**src/design/rsc_params.svh**
```systemverilog
// Register identifiers, field positions, reset values and timing counts
`ifndef RSC_PARAMS_SVH
`define RSC_PARAMS_SVH

// ----------------------------------------------------------------
// Register identifiers
// ----------------------------------------------------------------
`define RSC_ID_WHEEL_SPEED_TEST_REQUEST 8'h48
`define RSC_ID_CFG0 8'h4a
`define RSC_ID_CFG1 8'h4b
`define RSC_ID_CHAN_CTRL 8'h4e

// ----------------------------------------------------------------
// Frame layout and field positions
// ----------------------------------------------------------------
`define RSC_FRAME_BITS 6'h20
`define RSC_FRM_WR_BIT 23
`define RSC_TEST_SEL_MSB 8
`define RSC_TEST_SEL_LSB 2
`define RSC_TEST_LVL_BIT 0
`define RSC_CTRL_SYNC0_BIT 0
`define RSC_CTRL_SUPPLY0_BIT 1
`define RSC_CTRL_SYNC1_BIT 2
`define RSC_CTRL_SUPPLY1_BIT 3

// ----------------------------------------------------------------
// Reset values and codes
// ----------------------------------------------------------------
`define RSC_CFG_RESET 16'h0080
`define RSC_TEST_SEL_RESET 7'h00
`define RSC_TEST_SEL_WS1 7'h59
`define RSC_TEST_SEL_WS0 7'h56
`define RSC_VARIANT_DEFAULT 4'h0

// ----------------------------------------------------------------
// Timing
// ----------------------------------------------------------------
`define RSC_CLK_KHZ 25000
`define RSC_OSC_KHZ 16000
`define RSC_BLANK_SHORT_US 5000
`define RSC_BLANK_LONG_US 10000
`define RSC_FILT_BASE_189K 16
`define RSC_FILT_BASE_125K 24

`endif

```
**src/design/rsc_pkg.sv**
```systemverilog
// Types shared by the remote sensor configuration block
package rsc_pkg;

    typedef struct packed {
        logic [7:0] id;
        logic wr;
        logic [2:0] spare;
        logic [19:0] data;
    } rsc_frame_s;

    typedef struct packed {
        logic narrow_tracking_window;
        logic freeze_tracking_in_frame;
        logic startbit_timing_off;
        logic static_threshold_select;
        logic slot_control_off;
        logic blanking_interval_select;
        logic [3:0] wheel_pulse_filter_time;
        logic passthrough_enable;
        logic current_averaging_enable;
        logic [3:0] sensor_variant_select;
    } rsc_cfg_s;

    typedef enum logic [1:0] {
        TRK_OFF = 2'b00,
        TRK_SLOW = 2'b01,
        TRK_FAST = 2'b10,
        TRK_AVG = 2'b11
    } rsc_track_e;

    typedef struct packed {
        rsc_track_e base;
        rsc_track_e delta;
    } rsc_track_s;

    typedef struct packed {
        rsc_frame_s [1:0] slot;
        logic wr_ptr;
        logic rd_ptr;
        logic [1:0] count;
    } rsc_buf_s;

    typedef struct packed {
        logic [2:0] sclk_s;
        logic [2:0] cs_s;
        logic [1:0] mosi_s;
        logic [1:0] wheel_m;
        logic [1:0] wheel_q;
        logic [5:0] bit_cnt;
        logic [31:0] rx_sh;
        logic [31:0] tx_sh;
        logic miso;
        logic frame_drop;
        logic [7:0] rd_id;
        logic [19:0] rd_data;
        rsc_cfg_s [1:0] cfg;
        logic [6:0] test_sel;
        logic test_lvl;
        logic [1:0] supply;
        logic [1:0] sync;
        logic [1:0] thr_pulse;
        logic [1:0][17:0] blank_cnt;
        logic [1:0] in_msg;
        logic [1:0][5:0] filt_cnt;
        logic [1:0] wheel_f;
    } rsc_core_s;

endpackage

```
**src/design/rsc_channel_config.sv**
```systemverilog
// Two-channel remote sensor configuration, tracking and wheel test logic
//
// Overview of operation
// - Two channels, configs at 4A and 4B
// - Variant code picks frame length and rate
// - Codes 1xxx fall back; field resets 0000
// - Normal range: saturation steers base, delta speed
// - Narrow range: quarter-delta windows set speeds
// - Freeze bit low: base tracks in message
// - Freeze bit high: base stops in message
// - Start-bit period measured unless disabled
// - Fixed threshold latched, else adaptive thresholds
// - Slot control off when bit set
// - Blanking lasts 5ms or 10ms
// - Wheel filter (16+x) or (24+x) osc periods
// - Pass-through follows its enable bit
// - Averaging freezes base, averages delta in message
// - Test select codes force wheel output
// - Test level drives forced output
// - Test register at 48, resets zero
// - Supply and sync-pulse bits per channel
`timescale 1ns/10ps
`include "rsc_params.svh"
module rsc_channel_config #(
    parameter int BLANK_SHORT_CYCLES =
        `RSC_BLANK_SHORT_US * (`RSC_CLK_KHZ / 1000),
    parameter int BLANK_LONG_CYCLES =
        `RSC_BLANK_LONG_US * (`RSC_CLK_KHZ / 1000)
) (
    input wire logic i_clock,
    input wire logic i_reset,
    input wire logic i_secondary_state_reset,
    input wire logic i_spi_clk,
    input wire logic i_spi_cs_n,
    input wire logic i_spi_mosi,
    output logic o_spi_miso,
    output logic o_spi_miso_oe,
    output logic o_frame_dropped,
    input wire logic [1:0] i_rx_sat_pre_filt,
    input wire logic [1:0] i_below_base_quarter,
    input wire logic [1:0] i_above_top_quarter,
    input wire logic [1:0] i_blank_start,
    input wire logic [1:0] i_startbit_seen,
    input wire logic [1:0] i_frame_end,
    input wire logic [1:0] i_wheel_raw,
    output rsc_pkg::rsc_track_s [1:0] o_tracking,
    output logic [1:0] o_blanking,
    output logic [1:0][3:0] o_sensor_variant,
    output logic [1:0] o_rate_189k,
    output logic [1:0] o_ten_bit_frame,
    output logic [1:0] o_measure_startbit,
    output logic [1:0] o_adaptive_threshold,
    output logic [1:0] o_threshold_latch,
    output logic [1:0] o_slot_control_on,
    output logic [1:0] o_passthrough,
    output logic [1:0] o_channel_supply_on,
    output logic [1:0] o_channel_sync_pulse_on,
    output logic [1:0] o_wheel_speed_output
);
    import rsc_pkg::*;

    // ----------------------------------------------------------------
    // Decode helpers
    // ----------------------------------------------------------------
    function automatic logic [3:0] eff_variant(input logic [3:0] code);
        eff_variant = code[3] ? `RSC_VARIANT_DEFAULT : code;
    endfunction

    // Least filter time rounds up to whole system clocks
    function automatic logic [5:0] filt_cycles(input rsc_cfg_s c);
        logic [3:0] v;
        int base;
        int n;
        v = eff_variant(c.sensor_variant_select);
        base = v[0] ? `RSC_FILT_BASE_189K : `RSC_FILT_BASE_125K;
        n = base + int'(c.wheel_pulse_filter_time);
        n = (n * `RSC_CLK_KHZ + `RSC_OSC_KHZ - 1) / `RSC_OSC_KHZ;
        filt_cycles = 6'(n);
    endfunction

    function automatic rsc_track_s track(input rsc_cfg_s c,
        input logic sat, input logic below, input logic above,
        input logic blank, input logic msg);
        rsc_track_e bspd;
        rsc_track_e dspd;
        rsc_track_s t;
        if (c.narrow_tracking_window) begin
            bspd = below ? TRK_FAST : TRK_SLOW;
            dspd = above ? TRK_FAST : TRK_SLOW;
        end else begin
            bspd = sat ? TRK_SLOW : TRK_FAST;
            dspd = sat ? TRK_FAST : TRK_OFF;
        end
        if (c.current_averaging_enable) begin
            t.base = (blank || msg) ? TRK_OFF : bspd;
            t.delta = blank ? TRK_OFF : (msg ? TRK_AVG : dspd);
        end else begin
            // base runs in blanking and message
            // freeze bit stops base in message
            t.base = (msg && !blank && c.freeze_tracking_in_frame)
                     ? TRK_OFF : bspd;
            t.delta = blank ? TRK_OFF : dspd;
        end
        track = t;
    endfunction

    function automatic logic [19:0] read_word(input logic [7:0] id,
        input rsc_core_s s);
        case (id)
            `RSC_ID_CFG0: read_word = {4'h0, s.cfg[0]};
            `RSC_ID_CFG1: read_word = {4'h0, s.cfg[1]};
            `RSC_ID_WHEEL_SPEED_TEST_REQUEST: read_word = {11'h000, s.test_sel, 1'b0,
                                           s.test_lvl};
            `RSC_ID_CHAN_CTRL: read_word = {16'h0000, s.supply[1],
                                            s.sync[1], s.supply[0],
                                            s.sync[0]};
            default: read_word = 20'h00000;
        endcase
    endfunction

    // ----------------------------------------------------------------
    // State and buffer
    // ----------------------------------------------------------------
    rsc_core_s s_r;
    rsc_core_s s_nxt;
    rsc_frame_s rx_frame;
    rsc_frame_s drain_frame;
    logic push_valid;
    logic push_ready;
    logic drain_valid;
    logic drain_ready;
    logic drain_fire;
    logic cs_fall;
    logic cs_rise;
    logic sclk_rise;
    logic sclk_fall;

    assign cs_fall = s_r.cs_s[2] && !s_r.cs_s[1];
    assign cs_rise = !s_r.cs_s[2] && s_r.cs_s[1];
    assign sclk_rise = !s_r.sclk_s[2] && s_r.sclk_s[1] && !s_r.cs_s[1];
    assign sclk_fall = s_r.sclk_s[2] && !s_r.sclk_s[1] && !s_r.cs_s[1];
    assign rx_frame = s_r.rx_sh;
    assign push_valid = cs_rise && (s_r.bit_cnt == `RSC_FRAME_BITS);
    // Register updates wait while the state reset is held
    assign drain_ready = !i_secondary_state_reset;
    assign drain_fire = drain_valid && drain_ready;

    rsc_pair_buffer u_frame_buffer (
        .i_clock(i_clock),
        .i_reset(i_reset),
        .i_valid(push_valid),
        .o_ready(push_ready),
        .i_data(rx_frame),
        .o_valid(drain_valid),
        .i_ready(drain_ready),
        .o_data(drain_frame)
    );

    always_comb begin
        s_nxt = s_r;
        s_nxt.sclk_s = {s_r.sclk_s[1:0], i_spi_clk};
        s_nxt.cs_s = {s_r.cs_s[1:0], i_spi_cs_n};
        s_nxt.mosi_s = {s_r.mosi_s[0], i_spi_mosi};
        s_nxt.wheel_m = i_wheel_raw;
        s_nxt.wheel_q = s_r.wheel_m;
        s_nxt.frame_drop = push_valid && !push_ready;
        s_nxt.thr_pulse = 2'b00;

        // ------------------------------------------------------------
        // Serial frame shifter, answer of the previous read
        // ------------------------------------------------------------
        if (cs_fall) begin
            s_nxt.bit_cnt = 6'h00;
            s_nxt.tx_sh = {s_r.rd_id, 4'h0, s_r.rd_data};
            s_nxt.miso = s_r.rd_id[7];
        end
        if (sclk_rise) begin
            s_nxt.rx_sh = {s_r.rx_sh[30:0], s_r.mosi_s[1]};
            if (s_r.bit_cnt != 6'h3f) begin
                s_nxt.bit_cnt = s_r.bit_cnt + 6'h01;
            end
        end
        if (sclk_fall) begin
            s_nxt.tx_sh = {s_r.tx_sh[30:0], 1'b0};
            s_nxt.miso = s_r.tx_sh[30];
        end

        // ------------------------------------------------------------
        // Register file
        // ------------------------------------------------------------
        if (drain_fire) begin
            s_nxt.rd_id = drain_frame.id;
            s_nxt.rd_data = read_word(drain_frame.id, s_r);
            if (drain_frame.wr) begin
                case (drain_frame.id)
                    `RSC_ID_CFG0: s_nxt.cfg[0] = drain_frame.data[15:0];
                    `RSC_ID_CFG1: s_nxt.cfg[1] = drain_frame.data[15:0];
                    `RSC_ID_WHEEL_SPEED_TEST_REQUEST: begin
                        s_nxt.test_sel = drain_frame.data[
                            `RSC_TEST_SEL_MSB:`RSC_TEST_SEL_LSB];
                        s_nxt.test_lvl =
                            drain_frame.data[`RSC_TEST_LVL_BIT];
                    end
                    `RSC_ID_CHAN_CTRL: begin
                        s_nxt.sync[0] =
                            drain_frame.data[`RSC_CTRL_SYNC0_BIT];
                        s_nxt.supply[0] =
                            drain_frame.data[`RSC_CTRL_SUPPLY0_BIT];
                        s_nxt.sync[1] =
                            drain_frame.data[`RSC_CTRL_SYNC1_BIT];
                        s_nxt.supply[1] =
                            drain_frame.data[`RSC_CTRL_SUPPLY1_BIT];
                    end
                    default: s_nxt.rd_data = 20'h00000;
                endcase
            end
        end

        for (int ch = 0; ch < 2; ch++) begin
            // latch threshold on the rising select bit
            s_nxt.thr_pulse[ch] =
                s_nxt.cfg[ch].static_threshold_select &&
                !s_r.cfg[ch].static_threshold_select;

            if (i_blank_start[ch]) begin
                s_nxt.blank_cnt[ch] =
                    s_r.cfg[ch].blanking_interval_select
                    ? 18'(BLANK_LONG_CYCLES) : 18'(BLANK_SHORT_CYCLES);
            end else if (s_r.blank_cnt[ch] != 18'h00000) begin
                s_nxt.blank_cnt[ch] = s_r.blank_cnt[ch] - 18'h00001;
            end

            // Message phase opens at the start bits
            if (i_blank_start[ch] || i_frame_end[ch]) begin
                s_nxt.in_msg[ch] = 1'b0;
            end else if (i_startbit_seen[ch]) begin
                s_nxt.in_msg[ch] = 1'b1;
            end

            // wheel level must hold for the filter time
            if (s_r.wheel_q[ch] == s_r.wheel_f[ch]) begin
                s_nxt.filt_cnt[ch] = 6'h00;
            end else if (s_r.filt_cnt[ch] + 6'h01 >=
                         filt_cycles(s_r.cfg[ch])) begin
                s_nxt.filt_cnt[ch] = 6'h00;
                s_nxt.wheel_f[ch] = s_r.wheel_q[ch];
            end else begin
                s_nxt.filt_cnt[ch] = s_r.filt_cnt[ch] + 6'h01;
            end
        end

        if (i_reset || i_secondary_state_reset) begin
            s_nxt.cfg[0] = `RSC_CFG_RESET;
            s_nxt.cfg[1] = `RSC_CFG_RESET;
            s_nxt.test_sel = `RSC_TEST_SEL_RESET;
            s_nxt.test_lvl = 1'b0;
            s_nxt.supply = 2'b00;
            s_nxt.sync = 2'b00;
            s_nxt.thr_pulse = 2'b00;
        end
        if (i_reset) begin
            s_nxt = '0;
            s_nxt.cfg[0] = `RSC_CFG_RESET;
            s_nxt.cfg[1] = `RSC_CFG_RESET;
            s_nxt.sclk_s = 3'b000;
            s_nxt.cs_s = 3'b111;
        end
    end

    always_ff @(posedge i_clock) begin
        s_r <= s_nxt;
    end

    // ----------------------------------------------------------------
    // Outputs
    // ----------------------------------------------------------------
    assign o_spi_miso = s_r.miso;
    assign o_spi_miso_oe = !s_r.cs_s[1];
    assign o_frame_dropped = s_r.frame_drop;

    always_comb begin
        for (int ch = 0; ch < 2; ch++) begin
            o_blanking[ch] = (s_r.blank_cnt[ch] != 18'h00000);
            o_tracking[ch] = track(s_r.cfg[ch], i_rx_sat_pre_filt[ch],
                i_below_base_quarter[ch], i_above_top_quarter[ch],
                o_blanking[ch], s_r.in_msg[ch]);
            // variant sets rate and frame length
            o_sensor_variant[ch] =
                eff_variant(s_r.cfg[ch].sensor_variant_select);
            o_rate_189k[ch] = o_sensor_variant[ch][0];
            o_ten_bit_frame[ch] = o_sensor_variant[ch][1];
            o_measure_startbit[ch] = !s_r.cfg[ch].startbit_timing_off;
            o_adaptive_threshold[ch] =
                !s_r.cfg[ch].static_threshold_select;
            o_threshold_latch[ch] = s_r.thr_pulse[ch];
            // slot control active while bit clear
            o_slot_control_on[ch] = !s_r.cfg[ch].slot_control_off;
            o_passthrough[ch] = s_r.cfg[ch].passthrough_enable;
            o_channel_supply_on[ch] = s_r.supply[ch];
            o_channel_sync_pulse_on[ch] = s_r.sync[ch];
        end
        // test codes force one wheel output
        // forced output follows the test level
        o_wheel_speed_output = s_r.wheel_f;
        if (s_r.test_sel == `RSC_TEST_SEL_WS1) begin
            o_wheel_speed_output[1] = s_r.test_lvl;
        end else if (s_r.test_sel == `RSC_TEST_SEL_WS0) begin
            o_wheel_speed_output[0] = s_r.test_lvl;
        end
    end

    // ----------------------------------------------------------------
    // Checks
    // ----------------------------------------------------------------
    a_variant_fall_back:
        assert property (@(posedge i_clock) disable iff (i_reset)
            s_r.cfg[1].sensor_variant_select[3] |->
            o_sensor_variant[1] == `RSC_VARIANT_DEFAULT)
        else $error("unusable variant code not replaced");

    a_test_forces_ws1:
        assert property (@(posedge i_clock) disable iff (i_reset)
            (s_r.test_sel == `RSC_TEST_SEL_WS1) |->
            (o_wheel_speed_output[1] == s_r.test_lvl &&
             o_wheel_speed_output[0] == s_r.wheel_f[0]))
        else $error("wheel output 1 not forced by test code");

    a_sat_tracking:
        assert property (@(posedge i_clock) disable iff (i_reset)
            (!s_r.cfg[0].narrow_tracking_window &&
             !s_r.cfg[0].current_averaging_enable && !o_blanking[0] &&
             !(s_r.cfg[0].freeze_tracking_in_frame && s_r.in_msg[0]) &&
             i_rx_sat_pre_filt[0]) |->
            (o_tracking[0].base == TRK_SLOW &&
             o_tracking[0].delta == TRK_FAST))
        else $error("saturation tracking speeds wrong");

    a_narrow_base_slow:
        assert property (@(posedge i_clock) disable iff (i_reset)
            (s_r.cfg[0].narrow_tracking_window &&
             !s_r.cfg[0].current_averaging_enable &&
             !s_r.cfg[0].freeze_tracking_in_frame &&
             !i_below_base_quarter[0]) |->
            o_tracking[0].base == TRK_SLOW)
        else $error("narrow range base speed wrong");

    a_freeze_in_msg:
        assert property (@(posedge i_clock) disable iff (i_reset)
            (s_r.cfg[0].freeze_tracking_in_frame &&
             !s_r.cfg[0].current_averaging_enable &&
             i_startbit_seen[0] && !i_blank_start[0] &&
             !i_frame_end[0] && !o_blanking[0] && !drain_fire) |=>
            (o_blanking[0] || o_tracking[0].base == TRK_OFF))
        else $error("base tracking not stopped in message");

    a_avg_delta_msg:
        assert property (@(posedge i_clock) disable iff (i_reset)
            (s_r.cfg[0].current_averaging_enable && s_r.in_msg[0] &&
             !o_blanking[0]) |->
            (o_tracking[0].delta == TRK_AVG &&
             o_tracking[0].base == TRK_OFF))
        else $error("averaging mode tracking wrong");

    a_blank_short_run:
        assert property (@(posedge i_clock) disable iff (i_reset)
            (i_blank_start[0] && !s_r.cfg[0].blanking_interval_select)
            |=> o_blanking[0] [*8])
        else $error("blanking ended too early");

    a_secondary_state_reset_cfg:
        assert property (@(posedge i_clock) disable iff (i_reset)
            i_secondary_state_reset |=>
            (s_r.cfg[1] == `RSC_CFG_RESET && s_r.test_sel == 7'h00 &&
             o_channel_supply_on == 2'b00))
        else $error("state reset left configuration set");

    a_supply_write:
        assert property (@(posedge i_clock) disable iff (i_reset)
            (drain_fire && drain_frame.wr &&
             drain_frame.id == `RSC_ID_CHAN_CTRL) |=>
            (o_channel_supply_on[1] == $past(drain_frame.data[3]) &&
             o_channel_sync_pulse_on[0] == $past(drain_frame.data[0])))
        else $error("supply control write not applied");

endmodule

```
**src/design/rsc_pair_buffer.sv**
```systemverilog
// Two-entry frame buffer between frame receiver and register file
`timescale 1ns/10ps
module rsc_pair_buffer (
    input wire logic i_clock,
    input wire logic i_reset,
    input wire logic i_valid,
    output logic o_ready,
    input rsc_pkg::rsc_frame_s i_data,
    output logic o_valid,
    input wire logic i_ready,
    output rsc_pkg::rsc_frame_s o_data
);
    import rsc_pkg::*;

    rsc_buf_s b_r;
    rsc_buf_s b_nxt;
    logic push;
    logic pop;

    assign o_ready = (b_r.count != 2'h2);
    assign o_valid = (b_r.count != 2'h0);
    assign o_data = b_r.slot[b_r.rd_ptr];
    assign push = i_valid && o_ready;
    assign pop = o_valid && i_ready;

    always_comb begin
        b_nxt = b_r;
        if (push) begin
            b_nxt.slot[b_r.wr_ptr] = i_data;
            b_nxt.wr_ptr = ~b_r.wr_ptr;
        end
        if (pop) begin
            b_nxt.rd_ptr = ~b_r.rd_ptr;
        end
        case ({push, pop})
            2'b10: b_nxt.count = b_r.count + 2'h1;
            2'b01: b_nxt.count = b_r.count - 2'h1;
            default: b_nxt.count = b_r.count;
        endcase
        if (i_reset) begin
            b_nxt = '0;
        end
    end

    always_ff @(posedge i_clock) begin
        b_r <= b_nxt;
    end

    a_buf_bound_count:
        assert property (@(posedge i_clock) disable iff (i_reset)
            b_r.count <= 2'h2)
        else $error("buffer holds more than two entries");

    a_buf_full_stall:
        assert property (@(posedge i_clock) disable iff (i_reset)
            (b_r.count == 2'h2 && !i_ready) |=> (b_r.count == 2'h2))
        else $error("full buffer lost an entry while stalled");

endmodule

```
**config.mk**
```make
export PLATFORM = sky130hd
export DESIGN_NAME = rsc_channel_config
export DESIGN_NICKNAME = d
export VERILOG_FILES = /design/src/design/rsc_pkg.sv /design/src/design/rsc_channel_config.sv /design/src/design/rsc_pair_buffer.sv
export VERILOG_INCLUDE_DIRS = /design/src /design/src/design
export SDC_FILE = /design/constraint.sdc
export NUM_CORES = 1
export LEC_CHECK = 0
export BUFFER_PORTS_ARGS = -buffer_cell sky130_fd_sc_hd__clkbuf_2
export CAP_MARGIN = 20
export CORE_MARGIN = 3
export CORE_UTILIZATION = 63
export CTS_CLUSTER_SIZE = 20
export DETAILED_ROUTE_END_ITERATION = 6
export PLACE_DENSITY_LB_ADDON = 0.25
export SYNTH_ARGS = -nofsm -noshare
export SYNTH_HDL_FRONTEND = slang
export SYNTH_SLANG_ARGS = --single-unit
```
**constraint.sdc**
```tcl
create_clock -name i_clock -period 13.05 [get_ports i_clock]
set_clock_uncertainty 0.1 [all_clocks]
set_input_delay 2.61 -clock i_clock [delete_from_list [all_inputs] [get_ports i_clock]]
set_output_delay 2.61 -clock i_clock [all_outputs]
set_load 0.005 [all_outputs]
```
==> results of run 1 <==
-- stage by stage --
stage / instances / utilization / total power [uW] / hold WS [ps] / instance area [um^2]
floorplan: 2186 / - / 889 / 289 / 17200
finish: 2524 / 0.699 / 1740 / 312 / 18500
CTS: 2524 / 0.699 / 1750 / 316 / 18500
global route: 2524 / 0.699 / 1800 / 333 / 18500
global placement: 2475 / 0.661 / 903 / 292 / 17500
detailed placement: 2475 / 0.661 / 906 / 301 / 17500
-- layer usage --
metal	vias to the layer above	GRT usage	wire length, um
li1	7826	-	-
met1	7482	0.363	18100
met2	468	0.462	19500
met3	61	0.0342	2450
met4	2	0.0679	776
met5	-	0	7
-- where the power goes --
group | switching [uW] | total [uW] | leakage, uW | internal, uW
Combinational | 48.3 | 79.5 | 0.00438 | 31.2
Sequential | 8.59 | 810 | 0.00210 | 802
Clock | 318 | 854 | 0.000485 | 536
-- layout make-up --
| cell class | count | area (um^2) | area share |
|---|---|---|---|
| Tap cell | 335 | 419 | 0.0227 |
| Multi-Input combinational cell | 1728 | 11200 | 0.605 |
| Timing Repair Buffer | 69 | 379 | 0.0205 |
| Inverter | 84 | 315 | 0.0171 |
| Clock inverter | 17 | 279 | 0.0151 |
| Clock buffer | 32 | 724 | 0.0392 |
| Sequential cell | 259 | 5190 | 0.281 |
-- worst reg2reg max path: cells and delay by family, from the launching register on --
family | cells | cell delay (ps)
AO/OA/AOI/OAI | 19 | 5900
AND/OR/NAND/NOR | 10 | 1800
adder cells (fa/ha/maj) | 5 | 1780
multiplexers | 3 | 960
buffers and inverters | 5 | 470
XOR/XNOR | 2 | 450
flip-flops | 1 | 360
-- registers in the layout (all words and copies together), names as in the netlist --
signal and flops:
o_spi_miso 1, rx_frame 32, o_channel_supply_on 2, u_frame_buffer.b_r 54, o_channel_sync_pulse_on 2, o_threshold_latch 2
o_frame_dropped 1, s_r 163, o_passthrough 2
-- cell usage after synthesis, types with 23 or more instances --
| master | count | area, um^2 |
|---|---|---|
| a211oi_1 | 52 | 390 |
| a21oi_1 | 191 | 956 |
| a222oi_1 | 23 | 230 |
| a22oi_1 | 30 | 225 |
| and3_1 | 27 | 169 |
| clkbuf_1 | 78 | 293 |
| dfxtp_1 | 259 | 5180 |
| ha_1 | 91 | 1140 |
| inv_1 | 79 | 297 |
| mux2i_1 | 44 | 440 |
| nand2_1 | 312 | 1170 |
| nand2b_1 | 31 | 194 |
| nand3_1 | 57 | 285 |
| nor2_1 | 239 | 897 |
| nor2b_1 | 32 | 200 |
| nor3_1 | 43 | 215 |
| o21ai_0 | 57 | 285 |
| or3_1 | 28 | 175 |
| xnor2_1 | 68 | 596 |
| xor2_1 | 27 | 236 |
-- logic make-up after synthesis --
kind of cell / Yosys count / share of synthesized area
buffers and inverters: 199 / 0.0504
other: 1 / 0.000218
xor gates and xnor gates: 99 / 0.0521
DFF: 259 / 0.301
muxes: 56 / 0.0339
adders and majority gates: 103 / 0.0790
and+or+nand+nor: 884 / 0.242
AOI/OAI and AO/OA: 584 / 0.241
-- worst max path at each step --
stage	startpoint	slack, ps	cells after the start	to
4_1_cts	s_r[69]	1220	42	s_r[0]
5_1_grt	s_r[85]	80	43	s_r[1]
6_report	s_r[85]	1080	44	s_r[1]
3_3_place_gp	s_r[85]	1650	44	s_r[1]
3_5_place_dp	s_r[69]	1290	42	s_r[0]
2_1_floorplan	s_r[85]	2550	46	s_r[1]
==> impl_summary.md, run 1 <==
Critical path
The kind of cell adding the most delay to the critical path is compound AO/OA/AOI/OAI gates. In this run the register-to-register setup slack is 1080 ps. The worst setup path is captured at a flip-flop.

STA puts the critical path data required time at 13,340 ps. Along the worst path, the maximum fanout reaches 11. The count of buffer and inverter cells on the critical path is 5. STA classifies the critical path startpoint as a flip-flop. The longest individual stage delay on the worst path is 670 ps. The critical path in this run is classified as reg2reg. In this design, the critical path's most frequently occurring cell is inv_1. The endpoint identified for the worst register-to-register timing path is s_r[1]. The start of the worst register-to-register path is s_r[85].

The number of cells on the worst reg-to-reg path is 44. For this design, the slowest cell found on the critical path is o31ai_2. The arrival time reported for the critical path endpoint is 12,250 ps.

STA
The total count of hold-check failures in the final report is 0. Dividing the final minimum period by the clock period gives 0.917. The final-report max-slew violation count is 0. Setup slack on the critical path of the routed design comes to 1080 ps. At the pin with the least slew margin, the transition time is 1060 ps. Setup violations remaining at the end of the flow were counted as 0. Setup total negative slack on the finished layout was measured at 0 ps.

Setup repair after global routing left no endpoint under its margin. The time the worst path needs with I/O delays and setup is 11,970 ps. The worst max-slew margin expressed relative to the limit is 0.290. For this run, the top clock speed supported by timing is 83.6 MHz.

Clock network
The clock tree from TritonCTS is yes. The maximum clock insertion buffer count is 3. The total number of H-tree levels is 1.

The quantity of hold-fixing buffers added after cts is 0. The count of clock tree sinks is 259. The number of buffers added by the clock tree synthesis step is 27. After clock tree synthesis, the clock-pin slew on the worst setup and hold paths is 60 ps. In this run the post-CTS setup repair buffer count came out at 0. At the later pin of the worst-skew pair, clock insertion delay measures 530 ps. The post-cts gate resize count is 0.

The clock root buffer is clkbuf_16.

Min path
The worst hold path terminates at s_r[205]. The worst hold-check path type is reg2reg. Counting instances, the worst hold path has a depth of 1. The startpoint identified for the worst hold timing path is s_r[204].

Synth
In the synthesized netlist the dominant register cell turns out to be dfxtp_1. Yosys mapped a number of flops with a built-in enable equal to 0. After synthesis the cells add up to 17,200 um^2.

Counting flops and latches in the post-synthesis netlist gives 259. Yosys printed 0 warnings. The share of the Yosys chip area taken by registers is 0.301. A synthesized cell averages 7.88 um^2.

The share of flip-flops with an asynchronous set or reset after synthesis is 0. In this run, distinct cell masters in the synthesized netlist total 121. The cell count after synthesis is 2,185.

Detailed routing
The count of TritonRoute iterations in the first routing pass is 7. The sum of routed wire length over all layers is 40,800 um. The detailed router finished its first iteration with 1,292 violations. The detailed-route via count is 15,839.

The total DRC errors in the routed layout is 2. The average via count per standard cell is 6.28. The routed wire length per instance is 16.2 um. The remaining antenna violation count after routing is 0.

Pwr
The leakage power total is 0.00696 uW. The power density over the cells is 94.3 nW/um^2. The worst ir drop on vdd is 0.000108 V.

Cells and area
After filler insertion, the fill cell instance count of the layout stands at 2,088. The area growth from synthesis to layout is 7.39%. The number of inserted diodes is 0. In the final layout, the share of cells above drive strength 1 is 0.0918. The most common library cell in the layout ignoring fill and taps is nand2_1.

For this run, the post-layout net count is 2,290. The library cells used most frequently in the layout, excluding fill and tap cells, are 312 x nand2_1, 258 x dfxtp_1, 239 x nor2_1.

Run status
The run finished, with violations left. The checks that failed: design-rule violations.

Floorplan
Pin placement for this block handled 61 I/O pins. The floorplan step defined a core boundary enclosing 26,400 um^2. The area of the die is 29,300 um^2. The initial utilization of the core area, before any placement, comes to 0.651. The die is 171 um tall. Measured along the x axis, the die boundary spans 171 um. The count of standard-cell rows is 59.

GRT
Entering global routing, the biggest net connects 110 pins. The via count of the first global-routing pass came to 14,565. For this run, the total global-route usage over all layers was measured as 0.270. The number of antenna violations at the first check in global routing was 1. The total global routing overflow is 0. The first global-routing pass estimated 68,400 um of wire.

Job
The reported max-cap violation count is 0.

Placement
The number of buffer cells added on primary ports is 58. The placed wire-length estimate after detailed placement is 29,200 um. The congestion estimate from routability-driven global placement came to 0.923. The pre-CTS worst setup slack is 1290 ps.
No activity file was read; power rests on OpenSTA's default activity.
==> run 2: changes to the inputs <==
CAP_MARGIN = not set   (was 20)
CORE_UTILIZATION = 65   (was 63)
CTS_BUF_LIST = sky130_fd_sc_hd__clkbuf_4   (was not set)
TNS_END_PERCENT = 50   (was not set)
==> run 2 against run 1 <==
  * The flow now finishes without violations
  * Clock-buffer cell count increased by 63
  * Sequential share of layout area increased by 0.27 points
  * Setup slack improved by 17 ps
  * Utilization increased by 1.5 points
  * Global-route usage increased by 1.2 points
  * Total power decreased by 9.6%
  * Cell count increased by 2.3%
  * Die area decreased by 3.0%
  * Sequential power about the same
  * Largest cell class unchanged
==> impl_summary.md, run 2 (synthesis results as in run 1) <==
Run status
The run finished with clean final reports.

Clock network
The insertion delay to the later sink of the worst-skew pair is 670 ps. The post-cts gate resize count is 0. The clock passes through at most 3 buffers. After clock tree synthesis, the flow added hold-fix buffers numbering 0. The clock tree from TritonCTS is yes. The clock root buffer is clkbuf_4.

The count of clock tree sinks is 259. CTS built an H-tree with a depth of 3. The total setup buffers inserted after CTS is 0.

The number of clock buffers added by TritonCTS is 67. Clock-pin slew was measured on the worst setup and hold paths at 70 ps.

STA
The period utilization is 0.916. For the pin with the worst max-slew slack, the measured transition is 1040 ps. The final setup TNS is 0 ps. Setup repair after global routing left no endpoint under its margin. Setup violations remaining at the end of the flow were counted as 0. The total count of hold-check failures in the final report is 0. The smallest hold slack is 305 ps. After layout, the worst setup slack is 1100 ps. Measured against its own limit, the worst slew margin works out to 0.307. The final-report max-slew violation count came to 0.

Counting I/O delays and the setup requirement, the final critical path takes 11,950 ps. Based on the critical path, the design can be clocked at up to 83.7 MHz.

Floorplan
In this run the core area contains 58 standard-cell rows. 61 I/O pins were placed. The die span in y is 169 um. The floorplan step set the die width to 169 um.

For this configuration, the core starts out at a cell density of 0.672. The area of the die is 28,500 um^2. The region available for standard cell placement spans 25,600 um^2.

Min path
The worst hold-check path type is reg2reg.

Cells and area
The area growth from synthesis to layout is 6.35%. The number of standard cells in the final layout excluding fillers is 2,583. In the layout the commonest cells are 312 x nand2_1, 258 x dfxtp_1, 239 x nor2_1. In the final layout, the share of cells above drive strength 1 is 0.114. Leaving out fill and tap cells, the most frequent cell in the layout is nand2_1. The net count reported at finish is 2,330. The flip-flop count of the largest register, all copies and words added is 163. Counting flops per register, the top entry is s_r.

Detailed routing
For this block, the routed nets add up to 40,700 um of wire. The routed length on met2 is 19,500 um. The first detailed-routing pass took 6 iterations. The met1 wire length is 18,200 um.

The average via count per standard cell is 6.18. In the final routed layout, each cell accounts on average for 15.8 um. For this run, design rule violations remaining after detail routing come to 0.

The remaining antenna violation count after routing is 0. In this run the top signal layer used is met5. The number of design-rule violations left by the first detailed-router iteration is 1,094. After detailed routing, the met3 layer carries 2180 um of wire. The final route contains 15,964 vias.

Placement
The pre-CTS worst setup slack is 1230 ps. The weighted congestion reported at the end of routability-driven placement is 0.903. Buffers placed on the I/O ports in this run total 58. Including well taps, the total number of placed cells is 2,470. The placed wire-length estimate after detailed placement is 29,300 um.

Critical path
The data required time at the worst endpoint is 13,450 ps. The element type at the critical path end is a flip-flop. By startpoint and endpoint, the worst setup path is classified as reg2reg.

The worst setup path is launched from a flip-flop. The arrival time reported for the critical path endpoint is 12,350 ps. Counting stages on the worst path, the most repeated cell is inv_1.

The largest single stage delay on the critical path is 670 ps. The maximum net fanout on the critical path is 11. The master of the slowest instance on the critical path is o31ai_2.

GRT
The via count of the first global-routing pass was 15,190. The first global-routing pass estimated 69,800 um of wire. Entering global routing, the biggest net connects 121 pins.

The total global routing overflow is 0. The number of antenna violations at the first check in global routing is 2. For this run, the total global-route usage over all layers was measured as 0.282.

Pwr
For this design the total switching power over the nets is 386 uW. The switching power share of the total is 0.245. Of the total power, combinational logic draws 0.050. The analysis attributes to cell leakage a power of 0.00696 uW. The share of total power dissipated in the clock network is 0.436. The worst ir drop on vdd is 0.000119 V. The design internal power is 1190 uW. Power spread over the standard cell area amounts to 86.1 nW/um^2. The share of total power dissipated in sequential elements is 0.514.

Job
The reported max-cap violation count is 0.
run 2: cell count changes in the layout (fill, tap and decap cells not counted), sizes merged:
cell,previous run,this run
bufinv,7,1
clkbuf,89,152
clkinv,6,13
clkinvlp,3,2
diode,0,1
run 2: per-stage QoR:
stage | instance area (um^2) | util | total power (uW)
after floorplan | 17200 | - | 889
after global placement | 17500 | 0.682 | 903
after detailed placement | 17500 | 0.682 | 906
after CTS | 18300 | 0.714 | 1590
after global routing | 18300 | 0.715 | 1650
final | 18300 | 0.715 | 1580
run 2: per-layer routing:
metal  up-vias  track usage
li1       7943            -
met1      7514        0.362
met2       427        0.489
met3        78       0.0430
met4         2       0.0879
met5         -            0
run 2: cell type report:
cell class | count | area, um^2
clock inverter | 17 | 115
sequential | 259 | 5190
tap | 330 | 413
clock buffer | 95 | 713
fill | 2042 | 7310
multi-input combinational | 1728 | 11200
inverter | 84 | 315
timing repair buffer | 69 | 379
antenna | 1 | 2.50
run 2: worst max-delay path: cells and delay by family, from the launching register on:
kind | cells | cell delay [ps]
muxes | 3 | 940
xor gates and xnor gates | 1 | 170
and+or+nand+nor | 11 | 2080
buffers and inverters | 5 | 450
adders and majority gates | 5 | 1780
DFF | 1 | 360
AOI/OAI and AO/OA | 18 | 5900
run 2: power by group through the flow:
stage	clock network, uW	registers [uW]	logic [uW]
floorplan	0	826	63.1
global placement	0	827	76.3
detailed placement	0	827	78.4
CTS	704	810	79.3
global route	748	811	89.7
finish	687	810	79.5
run 2: final timing paths:
path / startpoint / to / slack [ps] / cells after the start
worst min-delay path: s_r[204] / s_r[205] / 300 / 1
worst min register to register: s_r[204] / s_r[205] / 300 / 1
worst max register to register: s_r[85] / s_r[1] / 1100 / 43
worst max-delay path: s_r[85] / s_r[1] / 1100 / 43
